--- src/hw/netcore_pkg.sv ---
// Purpose: shared constants and types for the network core register bank
// Assumes: 8-bit register bus on the core clock, 50 MHz
// Notes:   command codes and sub-address codes are local choices
package netcore_pkg;
    // register offsets
    localparam logic [3:0] OFF_STATUS_MASK = 4'h0;
    localparam logic [3:0] OFF_DIAG_CMD    = 4'h1;
    localparam logic [3:0] OFF_PTR_UPPER   = 4'h2;
    localparam logic [3:0] OFF_PTR_LOWER   = 4'h3;
    localparam logic [3:0] OFF_CONFIG      = 4'h6;
    localparam logic [3:0] OFF_SUBREG      = 4'h7;
    // sub-address codes in configuration bits 1:0
    localparam logic [1:0] SUB_PROBE     = 2'h0;
    localparam logic [1:0] SUB_OWN       = 2'h1;
    localparam logic [1:0] SUB_SETUP     = 2'h2;
    localparam logic [1:0] SUB_SUCCESSOR = 2'h3;
    // configuration field positions
    localparam int CFG_SOFT_RESET = 7;
    localparam int CFG_TX_JOIN    = 5;
    // status field positions
    localparam int ST_RX_INHIBIT = 7;
    localparam int ST_POR        = 4;
    localparam int ST_IDLE_TMO   = 2;
    localparam int ST_TX_ACK     = 1;
    localparam int ST_TX_FREE    = 0;
    // diagnostic field positions
    localparam int DG_MY_LINE_IDLE_TIMEOUT_FLAG   = 7;
    localparam int DG_DUP        = 6;
    localparam int DG_RX_ACT     = 5;
    localparam int DG_TOKEN      = 4;
    localparam int DG_EXC_NAK    = 3;
    localparam int DG_PROBE      = 2;
    localparam int DG_NEW_SUCC   = 1;
    // reset values
    localparam logic [7:0] RST_STATUS = 8'h91;
    localparam logic [7:0] RST_DIAG   = 8'h00;
    localparam logic [7:0] RST_CONFIG = 8'h18;
    localparam logic [7:0] RST_ZERO   = 8'h00;
    // diagnostic bits cleared by a read
    localparam logic [7:0] DIAG_READ_CLEAR = 8'hf4;
    // command codes
    localparam logic [7:0] CMD_TX_DISABLE = 8'h01;
    localparam logic [7:0] CMD_CLR_FLAGS  = 8'h0e;
    localparam logic [2:0] CMD_OP_LAUNCH  = 3'h3;
    localparam logic [2:0] CMD_OP_RX_ARM  = 3'h4;
    // timing
    localparam int CLK_PERIOD_NS     = 20;
    localparam int LINE_IDLE_NS      = 82000;
    localparam int LINE_IDLE_CYCLES  = LINE_IDLE_NS / CLK_PERIOD_NS;
    localparam int IDLE_CNT_W        = 13;

    // events reported by the protocol sequencer, one-cycle pulses
    typedef struct packed {
        logic       probe_match;
        logic       successor_update;
        logic [7:0] successor_value;
        logic       my_line_idle_timeout_flag;
        logic       duplicate;
        logic       token_seen;
        logic       excess_nak;
        logic       rx_stored;
        logic       tx_done;
        logic       tx_acked;
        logic       token_held;
    } seq_events_t;

    // register bus request
    typedef struct packed {
        logic       rd_en;
        logic       wr_en;
        logic [3:0] addr;
        logic [7:0] wdata;
    } reg_req_t;
endpackage

--- src/hw/network_core_register_bank.sv ---
// Purpose: host-visible registers of the token-passing network core
// Assumes: sequencer events on core_clk; line input asynchronous
// Notes:   read data returns one cycle after the read strobe
//
// Overview of operation
// probe address register, 8-bit read/write, cleared by hardware reset only.
// probe-match flag set when a response to the probe address is seen.
// next station in token order is not probed; successor register shows it.
// sequencer stays asleep while the own station address is zero.
// non-zero address wakes core; joining waits for transmit-join enable.
// own station address register, 8-bit read/write, hardware reset only.
// read-only successor address, updated by the sequencer on ring changes.
// each successor update raises a flag cleared by reading that register.
// successor address clears on hardware and software reset.
// status resets to 1xx1_0001 on hardware or software reset.
// diagnostic read clears all flags but excess-nak and new-successor.
// excess-nak flag cleared only by the flag-clearing command.
// each command write starts that command; only listed codes allowed.
// upper pointer written first; lower write loads the full pointer.
// configuration register resets to 0001_1000 on hardware reset only.
// setup register controls rate, arbitration, receive-all, driver, timeouts.
// setup can slow the line rate and halve arbitration speed.
// receive-inhibit bit set until a receive-arm command clears it.
// power-on bit set by resets or writing zero station address.
// idle-timeout bit set after 82 us of quiet line input.
// transmit-acknowledged bit set on ack, cleared by next launch.
// transmitter-free bit set on completion, cleared when launch meets token.
// a flag event in the clearing read cycle stays set.
// sub-address field decoded on every shared-offset access, no wait.
`timescale 1ns/1ps
`default_nettype none
module network_core_register_bank
    import netcore_pkg::*;
#(
    parameter int unsigned IDLE_CYCLES = LINE_IDLE_CYCLES
) (
    input  wire logic                      core_clk,
    input  wire logic                      reset,
    input  wire netcore_pkg::reg_req_t     bus_req,
    output logic [7:0]                     rd_data,
    input  wire netcore_pkg::seq_events_t  seq_evt,
    input  wire logic                      line_receive_input,
    output logic                           sequencer_awake,
    output logic                           transmit_join_enable,
    output logic                           cmd_strobe,
    output logic [7:0]                     cmd_code,
    output logic                           pointer_load,
    output logic [15:0]                    ram_pointer,
    output logic [7:0]                     line_speed_setup,
    output logic [7:0]                     core_mode_configuration,
    output logic [7:0]                     probe_station_address,
    output logic [7:0]                     own_station_address,
    output logic                           core_irq
);
    import netcore_pkg::*;

    if (IDLE_CYCLES < 1 || IDLE_CYCLES >= (1 << IDLE_CNT_W)) begin : g_idle_check
        $error("IDLE_CYCLES out of range");
    end

    // decode helper for read/write selects
    function automatic logic hit(input logic [3:0] a, input logic [3:0] off);
        return a == off;
    endfunction

    logic [7:0] probe_reg;
    logic [7:0] own_reg;
    logic [7:0] succ_reg;
    logic [7:0] status_reg;
    logic [7:0] status_next;
    logic [7:0] diag_reg;
    logic [7:0] diag_next;
    logic [7:0] mask_reg;
    logic [7:0] cfg_reg;
    logic [7:0] setup_reg;
    logic [7:0] ptr_hi_reg;
    logic [7:0] ptr_lo_reg;
    logic [15:0] ptr_reg;
    logic [7:0] rd_reg;
    logic [7:0] rd_next;
    logic       irq_reg;
    logic       cmd_strobe_reg;
    logic [7:0] cmd_code_reg;
    logic       ptr_load_reg;
    logic       awake_reg;
    logic       join_reg;
    logic       launch_pending_reg;
    logic       rx_meta_reg;
    logic       rx_sync_reg;
    logic [IDLE_CNT_W-1:0] idle_cnt_reg;
    logic       idle_armed_reg;

    // bus decode
    wire        soft_rst    = reset | cfg_reg[CFG_SOFT_RESET];
    wire [1:0]  sub_sel     = cfg_reg[1:0];
    wire        wr          = bus_req.wr_en;
    wire        rd          = bus_req.rd_en;
    wire [3:0]  a           = bus_req.addr;
    wire [7:0]  wd          = bus_req.wdata;
    wire        sub_hit     = hit(a, OFF_SUBREG);
    // sub-address decode
    wire        sel_probe   = sub_hit & (sub_sel == SUB_PROBE);
    wire        sel_own     = sub_hit & (sub_sel == SUB_OWN);
    wire        sel_setup   = sub_hit & (sub_sel == SUB_SETUP);
    wire        sel_succ    = sub_hit & (sub_sel == SUB_SUCCESSOR);
    wire        wr_mask     = wr & hit(a, OFF_STATUS_MASK);
    wire        wr_cmd      = wr & hit(a, OFF_DIAG_CMD);
    wire        wr_ptr_hi   = wr & hit(a, OFF_PTR_UPPER);
    wire        wr_ptr_lo   = wr & hit(a, OFF_PTR_LOWER);
    wire        wr_cfg      = wr & hit(a, OFF_CONFIG);
    wire        wr_probe    = wr & sel_probe;
    wire        wr_own      = wr & sel_own;
    wire        wr_setup    = wr & sel_setup;
    wire        rd_diag     = rd & hit(a, OFF_DIAG_CMD);
    wire        rd_succ     = rd & sel_succ;

    // command decode
    wire        cmd_launch  = wr_cmd & (wd[2:0] == CMD_OP_LAUNCH);
    wire        cmd_rx_arm  = wr_cmd & (wd[2:0] == CMD_OP_RX_ARM);
    wire        cmd_tx_off  = wr_cmd & (wd == CMD_TX_DISABLE);
    wire        cmd_clr     = wr_cmd & (wd == CMD_CLR_FLAGS);
    wire        own_zero_wr = wr_own & (wd == RST_ZERO);
    wire        idle_expire;
    wire        ta_clear    = launch_pending_reg & seq_evt.token_held;

    // read mux
    always_comb begin
        rd_next = RST_ZERO;
        case (a)
            OFF_STATUS_MASK: rd_next = status_reg;
            OFF_DIAG_CMD:    rd_next = diag_reg;
            OFF_PTR_UPPER:   rd_next = ptr_hi_reg;
            OFF_PTR_LOWER:   rd_next = ptr_lo_reg;
            OFF_CONFIG:      rd_next = cfg_reg;
            OFF_SUBREG: begin
                case (sub_sel)
                    SUB_PROBE: rd_next = probe_reg;
                    SUB_OWN:   rd_next = own_reg;
                    SUB_SETUP: rd_next = setup_reg;
                    default:   rd_next = succ_reg;
                endcase
            end
            default:         rd_next = RST_ZERO;
        endcase
    end

    // status next value; sets win over clears
    always_comb begin
        status_next = status_reg;
        // receive inhibit
        if (cmd_rx_arm) begin
            status_next[ST_RX_INHIBIT] = 1'b0;
        end
        if (seq_evt.rx_stored) begin
            status_next[ST_RX_INHIBIT] = 1'b1;
        end
        // power-on flag
        if (cmd_clr) begin
            status_next[ST_POR] = 1'b0;
        end
        if (own_zero_wr) begin
            status_next[ST_POR] = 1'b1;
        end
        // idle timeout flag
        if (cmd_clr) begin
            status_next[ST_IDLE_TMO] = 1'b0;
        end
        if (idle_expire) begin
            status_next[ST_IDLE_TMO] = 1'b1;
        end
        // acknowledged flag
        if (cmd_launch) begin
            status_next[ST_TX_ACK] = 1'b0;
        end
        if (seq_evt.tx_acked) begin
            status_next[ST_TX_ACK] = 1'b1;
        end
        // transmitter free flag
        if (ta_clear) begin
            status_next[ST_TX_FREE] = 1'b0;
        end
        if (seq_evt.tx_done || cmd_tx_off) begin
            status_next[ST_TX_FREE] = 1'b1;
        end
        status_next[6:5] = 2'b00;
        status_next[3]   = 1'b0;
    end

    // diagnostic next value
    always_comb begin
        diag_next = diag_reg;
        // clear on read
        if (rd_diag) begin
            diag_next = diag_reg & ~DIAG_READ_CLEAR;
        end
        // excess nak cleared by command only
        if (cmd_clr) begin
            diag_next[DG_EXC_NAK] = 1'b0;
        end
        // new successor cleared by successor read
        if (rd_succ) begin
            diag_next[DG_NEW_SUCC] = 1'b0;
        end
        // events win over the read
        // probe match
        if (seq_evt.probe_match) begin
            diag_next[DG_PROBE] = 1'b1;
        end
        if (seq_evt.successor_update) begin
            diag_next[DG_NEW_SUCC] = 1'b1;
        end
        if (seq_evt.my_line_idle_timeout_flag) begin
            diag_next[DG_MY_LINE_IDLE_TIMEOUT_FLAG] = 1'b1;
        end
        if (seq_evt.duplicate) begin
            diag_next[DG_DUP] = 1'b1;
        end
        if (seq_evt.token_seen) begin
            diag_next[DG_TOKEN] = 1'b1;
        end
        if (seq_evt.excess_nak) begin
            diag_next[DG_EXC_NAK] = 1'b1;
        end
        if (rx_sync_reg) begin
            diag_next[DG_RX_ACT] = 1'b1;
        end
        diag_next[0] = 1'b0;
    end

    // line input synchroniser
    always_ff @(posedge core_clk) begin
        rx_meta_reg <= line_receive_input;
        rx_sync_reg <= rx_meta_reg;
    end

    // line idle timer
    assign idle_expire = idle_armed_reg & ~rx_sync_reg
                       & (idle_cnt_reg == IDLE_CNT_W'(IDLE_CYCLES - 1));
    always_ff @(posedge core_clk) begin
        if (soft_rst || rx_sync_reg) begin
            idle_cnt_reg   <= '0;
            idle_armed_reg <= 1'b1;
        end else if (idle_expire) begin
            idle_cnt_reg   <= '0;
            idle_armed_reg <= 1'b0;
        end else if (idle_armed_reg) begin
            idle_cnt_reg   <= idle_cnt_reg + 1'b1;
        end
    end

    // hardware-reset-only registers
    always_ff @(posedge core_clk) begin
        if (reset) begin
            // probe address
            probe_reg  <= RST_ZERO;
            // own address
            own_reg    <= RST_ZERO;
            // configuration
            cfg_reg    <= RST_CONFIG;
            // setup
            setup_reg  <= RST_ZERO;
            ptr_hi_reg <= RST_ZERO;
            ptr_lo_reg <= RST_ZERO;
            ptr_reg    <= '0;
            mask_reg   <= RST_ZERO;
        end else begin
            if (wr_probe) begin
                probe_reg <= wd;
            end
            if (wr_own) begin
                own_reg <= wd;
            end
            if (wr_cfg) begin
                cfg_reg <= wd;
            end
            // rate and arbitration bits held here
            if (wr_setup) begin
                setup_reg <= wd;
            end
            if (wr_mask) begin
                mask_reg <= wd;
            end
            if (wr_ptr_hi) begin
                ptr_hi_reg <= wd;
            end
            // lower write loads pointer
            if (wr_ptr_lo) begin
                ptr_lo_reg <= wd;
                ptr_reg    <= {ptr_hi_reg, wd};
            end
        end
    end

    // registers cleared by either reset
    always_ff @(posedge core_clk) begin
        if (soft_rst) begin
            // successor clears
            succ_reg           <= RST_ZERO;
            // status reset value
            status_reg         <= RST_STATUS;
            diag_reg           <= RST_DIAG;
            launch_pending_reg <= 1'b0;
        end else begin
            // sequencer updates successor
            // successor shown here
            if (seq_evt.successor_update) begin
                succ_reg <= seq_evt.successor_value;
            end
            status_reg <= status_next;
            diag_reg   <= diag_next;
            if (cmd_launch) begin
                launch_pending_reg <= 1'b1;
            end else if (ta_clear) begin
                launch_pending_reg <= 1'b0;
            end
        end
    end

    // outputs and strobes
    always_ff @(posedge core_clk) begin
        if (reset) begin
            rd_reg         <= RST_ZERO;
            cmd_strobe_reg <= 1'b0;
            cmd_code_reg   <= RST_ZERO;
            ptr_load_reg   <= 1'b0;
            awake_reg      <= 1'b0;
            join_reg       <= 1'b0;
            irq_reg        <= 1'b0;
        end else begin
            if (rd) begin
                rd_reg <= rd_next;
            end
            // every command write starts it
            cmd_strobe_reg <= wr_cmd;
            if (wr_cmd) begin
                cmd_code_reg <= wd;
            end
            ptr_load_reg <= wr_ptr_lo;
            // asleep while address zero
            awake_reg    <= (own_reg != RST_ZERO) & ~cfg_reg[CFG_SOFT_RESET];
            // join needs enable too
            join_reg     <= (own_reg != RST_ZERO) & ~cfg_reg[CFG_SOFT_RESET]
                          & cfg_reg[CFG_TX_JOIN];
            irq_reg      <= |({status_reg[7], 2'b00, 2'b00, status_reg[2], 1'b0,
                               status_reg[0]} & mask_reg)
                          | (diag_reg[DG_EXC_NAK] & mask_reg[3])
                          | (diag_reg[DG_NEW_SUCC] & mask_reg[1]);
        end
    end

    assign rd_data                 = rd_reg;
    assign cmd_strobe              = cmd_strobe_reg;
    assign cmd_code                = cmd_code_reg;
    assign pointer_load            = ptr_load_reg;
    assign ram_pointer             = ptr_reg;
    assign line_speed_setup        = setup_reg;
    assign core_mode_configuration = cfg_reg;
    assign probe_station_address   = probe_reg;
    assign own_station_address     = own_reg;
    assign sequencer_awake         = awake_reg;
    assign transmit_join_enable    = join_reg;
    assign core_irq                = irq_reg;
endmodule
`default_nettype wire

--- config.mk ---
export PLATFORM = sky130hd
export DESIGN_NAME = network_core_register_bank
export DESIGN_NICKNAME = d
export VERILOG_FILES = /design/src/hw/netcore_pkg.sv /design/src/hw/network_core_register_bank.sv
export SDC_FILE = /design/constraint.sdc
export NUM_CORES = 1
export LEC_CHECK = 0
export BUFFER_PORTS_ARGS = -buffer_cell sky130_fd_sc_hd__buf_4
export CAP_MARGIN = 20
export CELL_PAD_IN_SITES_DETAIL_PLACEMENT = 1
export CELL_PAD_IN_SITES_GLOBAL_PLACEMENT = 1
export CORE_ASPECT_RATIO = 0.5
export CORE_MARGIN = 10
export CORE_UTILIZATION = 41
export DETAILED_ROUTE_END_ITERATION = 6
export PLACE_DENSITY_LB_ADDON = 0.1
export REMOVE_ABC_BUFFERS = 1
export SETUP_SLACK_MARGIN = 0.05
export SLEW_MARGIN = 10
export SYNTH_ARGS = -nofsm -noshare
export SYNTH_HDL_FRONTEND = slang
export SYNTH_SLANG_ARGS = --single-unit
--- constraint.sdc ---
create_clock -name core_clk -period 2 [get_ports core_clk]
set_input_delay 0.2 -clock core_clk [delete_from_list [all_inputs] [get_ports core_clk]]
set_output_delay 0.2 -clock core_clk [all_outputs]
set_load 0.05 [all_outputs]
# ---- Word-level counts from Yosys, hierarchy flattened
# Cells that the tools add are included.
dict set report op_classes {
  add_sub_neg 1
  n_eq_ne 13
  muxes 18
  bitwise_logic 32
  n_reduce_logical 21
}
# operator n
set op_table {}
lappend op_table {{$pmux 8 s6} 1}
lappend op_table {{$and 1x1->1} 26}
lappend op_table {{$pmux 8 s3} 1}
lappend op_table {{$reduce_bool 2->1} 10}
lappend op_table {{$mux 1} 15}
lappend op_table {{$add 13x1->13 const B} 1}
lappend op_table {{$eq 13x13->1 const B} 1}
lappend op_table {{$and 8x8->8} 1}
lappend op_table {{$eq 4x2->1 const B} 2}
lappend op_table {{$eq 4x3->1 const B} 2}
lappend op_table {{$eq 8x1->1 const B} 1}
lappend op_table {{$eq 8x4->1 const B} 1}
lappend op_table {{$logic_not 8->1} 1}
lappend op_table {{$mux 8} 1}
lappend op_table {{$reduce_bool 8->1} 1}
lappend op_table {{$reduce_or 2->1} 4}
lappend op_table {{$reduce_or 8->1} 1}
lappend op_table {{$eq 2x2->1 const B} 2}
lappend op_table {{$eq 4x1->1 const B} 1}
lappend op_table {{$logic_not 4->1} 1}
lappend op_table {{$eq 3x2->1 const B} 1}
lappend op_table {{$eq 3x3->1 const B} 1}
lappend op_table {{$or 1x1->1} 3}
lappend op_table {{$eq 2x1->1 const B} 1}
lappend op_table {{other kinds (3)} 5}
dict set report totals {
  register_bits 134
  word_cells 120
}

# ---- Depth between registers and ports, before layout
dict set report logic_depth {
  depth_word 5
  mapped_depth 7
}

# ---- Worst setup path before layout
# Ideal clock, no wire load.
dict set report synth_path {
  kind {register to register}
  startpoint {register cfg_reg[0] (netlist: core_mode_configuration[0])}
  endpoint {register rd_reg[1] (netlist: rd_data[1])}
  setup_ps 126
  arrival_ps 1856
  required_ps 1874
  slack_ps 19
  stages_incl_launch_ff 6
  cell_sequence {dfxtp_1 -> clkbuf_2 -> buf_2 -> mux4_2 -> a22oi_1 -> o21ai_0}
}
dict set report synth_between {
  elab_chain_len 3
}
# element line
set synth_lines {}
lappend synth_lines {{start: declaration} network_core_register_bank.sv:74} ;# logic [7:0] cfg_reg;
lappend synth_lines {{start signal: assignment} network_core_register_bank.sv:274} ;# cfg_reg <= wd;
lappend synth_lines {{$eq 2x2->1, or another cell as far along} network_core_register_bank.sv:136} ;# case (sub_sel)
lappend synth_lines {{$pmux 8 s3 *} network_core_register_bank.sv:136}
lappend synth_lines {{$pmux 8 s6 *} network_core_register_bank.sv:129} ;# case (a)
lappend synth_lines {{end signal: assignment} network_core_register_bank.sv:331} ;# rd_reg <= rd_next;
lappend synth_lines {{end: declaration} network_core_register_bank.sv:79} ;# logic [7:0] rd_reg;
# Every way passes the cells marked *; elsewhere a longest branch is shown, timed or not.
# A chain may end at the register's enable or synchronous reset.

# ---- Worst setup path in the final report
dict set report layout_path {
  startpoint {register cfg_reg[1] (netlist: core_mode_configuration[1])}
  endpoint {output core_mode_configuration[1]}
}
# element line
set layout_lines {}
lappend layout_lines {{end: declaration} network_core_register_bank.sv:50} ;# output logic [7:0] core_mode_configuration,
# No word-level cell between the ends.

==> reports/metrics.yaml <==
cells_and_area:
  largest_reg_flops: 13
  area_growth_pct: 30.58
  final_cells: 801
  layout-drive-gt1-share_pct: 25.16
  diodes: 0
  postLayoutCoreUtil_pct: 54.89
  final_cell_area_um2: 6480
  final_nets: 664
  fill_cells: 1359
grt:
  grt_use_met1_pct: 25.40
  grt.total_usage_pct: 19.54
  met2_usage_pct: 31.77
  antenna_found_initial: 0
  grt_max_degree: 30
  grt_busiest_layer: "met2"
  grt_pass1_wl_mm: 26.40
  grt_pass1_vias: 4533
  grt_overflow: 0
  grt_use_met3_pct: 5.035
route:
  dr.pass1.iters: 4
  ant_nets: 0
  routed_wl_mm: 16.74
  avgRoutedWirePerCell_um: 20.90
  drcViolationCount: 0
  via_count: 4271
  routed_via_density: 5.332
  drt_first_iter_violations: 200
setup_path:
  worstSetupEndpoint: "core_mode_configuration[1]"
  r2r-start: "core_mode_configuration[1]"
  cpPeakStageDelay_ns: 0.78
  critical_path_peak_fanout: 15
  timing.rr.end: "rd_data[7]"
  r2r_slack_ns: 0.33
  reg2regPathDepth: 3
  cp.arrival_ns: 1.52
  crit_family: "flip-flops"
  worstSetupPathType: "flop to primary output"
  end_kind: "primary output"
  crit_start: "core_mode_configuration[1]"
  cp_num_cells: 1
  path_buf_inv: 1
  crit_path_start_kind: "flop"
  crit_required_ns: 1.80
  cp_slowest_cell: "dfxtp_1"
  crit_path_cell_trace: "buf_4"
clocking:
  cts.sinks: 119
  h-tree-depth: 4
  cts_tree: "yes"
  ctsResizeCount: 0
  cts_root_buf: "clkbuf_16"
  cts_buffers: 17
  path_clk_slew_ns: 0.05
  insertion_delay_ns: 0.41
  cts_buffer_depth: 2
yosys:
  seq_area_frac_synth_pct: 48.01
  ys_types: 53
  ys_warn_count: 0
  synth_edf_count: 0
  synth_area_leaders: "dfxtp_1, mux2i_1, nor2_1, nand2_1, mux4_2"
  synthesis.area_um2: 4962
  synth_seq_cells: 119
  synth_top_area_cell: "dfxtp_1"
  synth-main-ff-cell: "dfxtp_1"
  synth-async-reset-ratio_pct: 0
  syn_area_per_cell_um2: 9.470
  synthCells: 524
  yosysTopAreaCellShare_pct: 48.01
power:
  power.density_nw_per_um2: 888.3
  power.leakage_nw: 2.828
  power.total_w: 0.005756
  peakVddDrop_v: 0.0005794
timing:
  worst_clock_skew_ns: 0.007404
  tightest_slew_ns: 0.7160
  timing.setup.tns_ns: 0
  fin_crit_sh_pct: 85.80
  fin_crit_ns: 1.716
  maxSlewViolCount: 0
  timing.slew.headroom_pct: 52.20
  hold_violations: 0
  setup_violations: 0
  max_clock_freq_mhz: 582.7
  rsz0062_at_grt: "false"
floorplan:
  coreArea_um2: 11810
  fp.dieW_um: 175.6
  die_y_um: 97.79
  rows: 28
  die-area_um2: 17170
  start_util_pct: 42.03
  num_io_pins: 104
placed_design:
  placed_area_um2: 5866
  numPortBuffers: 103
  post-place-cells: 768
  place_hpwl_mm: 11.94
  routabilityCongestion: 0.8388
outcome:
  outcome: "completed"
worst_hold_path:
  min_path_type: "primary input to flop"
run:
  maxCapViolCount: 0
## report_power, final
part	total, W	internal [W]	switching (W)
clock network	0.00293	0.00187	0.00106
logic	0.000382	0.000145	0.000237
registers	0.00245	0.00241	0.0000340
total	0.00576	0.00443	0.00133
## per-layer routing
metal  vias to the layer above  share of wire (%)
li1                       2032                  -
met1                      2119                 46
met2                       108                 47
met3                        12                6.4
met4                         0               0.84
met5                         -                  0
## layout make-up
| cell class | count | area (µm²) | area share, % |
|---|---|---|---|
| Clock inverter | 3 | 42.54 | 0.6565 |
| Sequential cell | 119 | 2382 | 36.76 |
| Tap cell | 165 | 206.4 | 3.186 |
| Inverter | 7 | 26.28 | 0.4055 |
| Timing Repair Buffer | 124 | 945.9 | 14.60 |
| Clock buffer | 24 | 511.7 | 7.897 |
| Multi-Input combinational cell | 359 | 2365 | 36.49 |
## per-stage QoR
step                      hold slack (ns)  worst slack [ns]
final                             0.01301            0.2840
after global routing              0.01354            0.2165
after CTS                        0.003951            0.2817
after detailed placement           0.3068            0.3082
after global placement             0.3051            0.3353
after floorplan                    0.2277           -0.5417
## synth_stat cells, types with 8 or more instances
cell type and count:
clkbuf_1 22, nand4_1 9, nor2_1 89, a21oi_1 28, a22oi_1 12, buf_2 8, mux2i_1 68, nand3_1 10
dfxtp_1 119, mux4_2 8, nand2_1 50
## worst min-delay path by stage
stage	start	slack, ns	depth (start not counted)	end
4_1_cts	seq_evt[17]	0.004	3	diag_reg[2]
3_3_place_gp	line_receive_input	0.31	1	rx_meta_reg
3_5_place_dp	line_receive_input	0.31	1	rx_meta_reg
6_report	seq_evt[7]	0.01	3	diag_reg[7]
5_1_grt	seq_evt[7]	0.01	3	diag_reg[7]
2_1_floorplan	line_receive_input	0.23	0	rx_meta_reg
## cells by family (layout without fill, tap and decap cells)
| group | after synthesis | in the layout | share of synthesized area (%) |
|---|---|---|---|
| AO/OA/AOI/OAI | 70 | 70 | 8.976 |
| flip-flops | 119 | 119 | 48.01 |
| XOR/XNOR | 12 | 12 | 2.118 |
| multiplexers | 77 | 77 | 17.57 |
| buffers and inverters | 46 | 158 | 4.463 |
| adder cells (fa/ha/maj) | 1 | 1 | 0.2521 |
| AND/OR/NAND/NOR | 199 | 199 | 18.61 |
## layout by cell type, fill, tap and decap left out, drive strengths merged, types with 8 or more instances in the layout
cell type | synthesis | layout
mux4 | 8 | 8
dfxtp | 119 | 119
clkbuf | 23 | 24
buf | 16 | 118
nand3 | 11 | 11
mux2i | 68 | 68
o21ai | 8 | 8
a22oi | 12 | 12
nor2 | 90 | 90
nand2 | 50 | 50
a21oi | 28 | 28
nand4 | 9 | 9
## timing repair
| action | 4_1_cts | 5_1_grt |
|---|---|---|
| hold endpoints to repair | 6 | 0 |
| hold buffers | 6 | 0 |
| buffers inserted | 0 | 0 |
No activity file was read; power rests on OpenSTA's default activity.
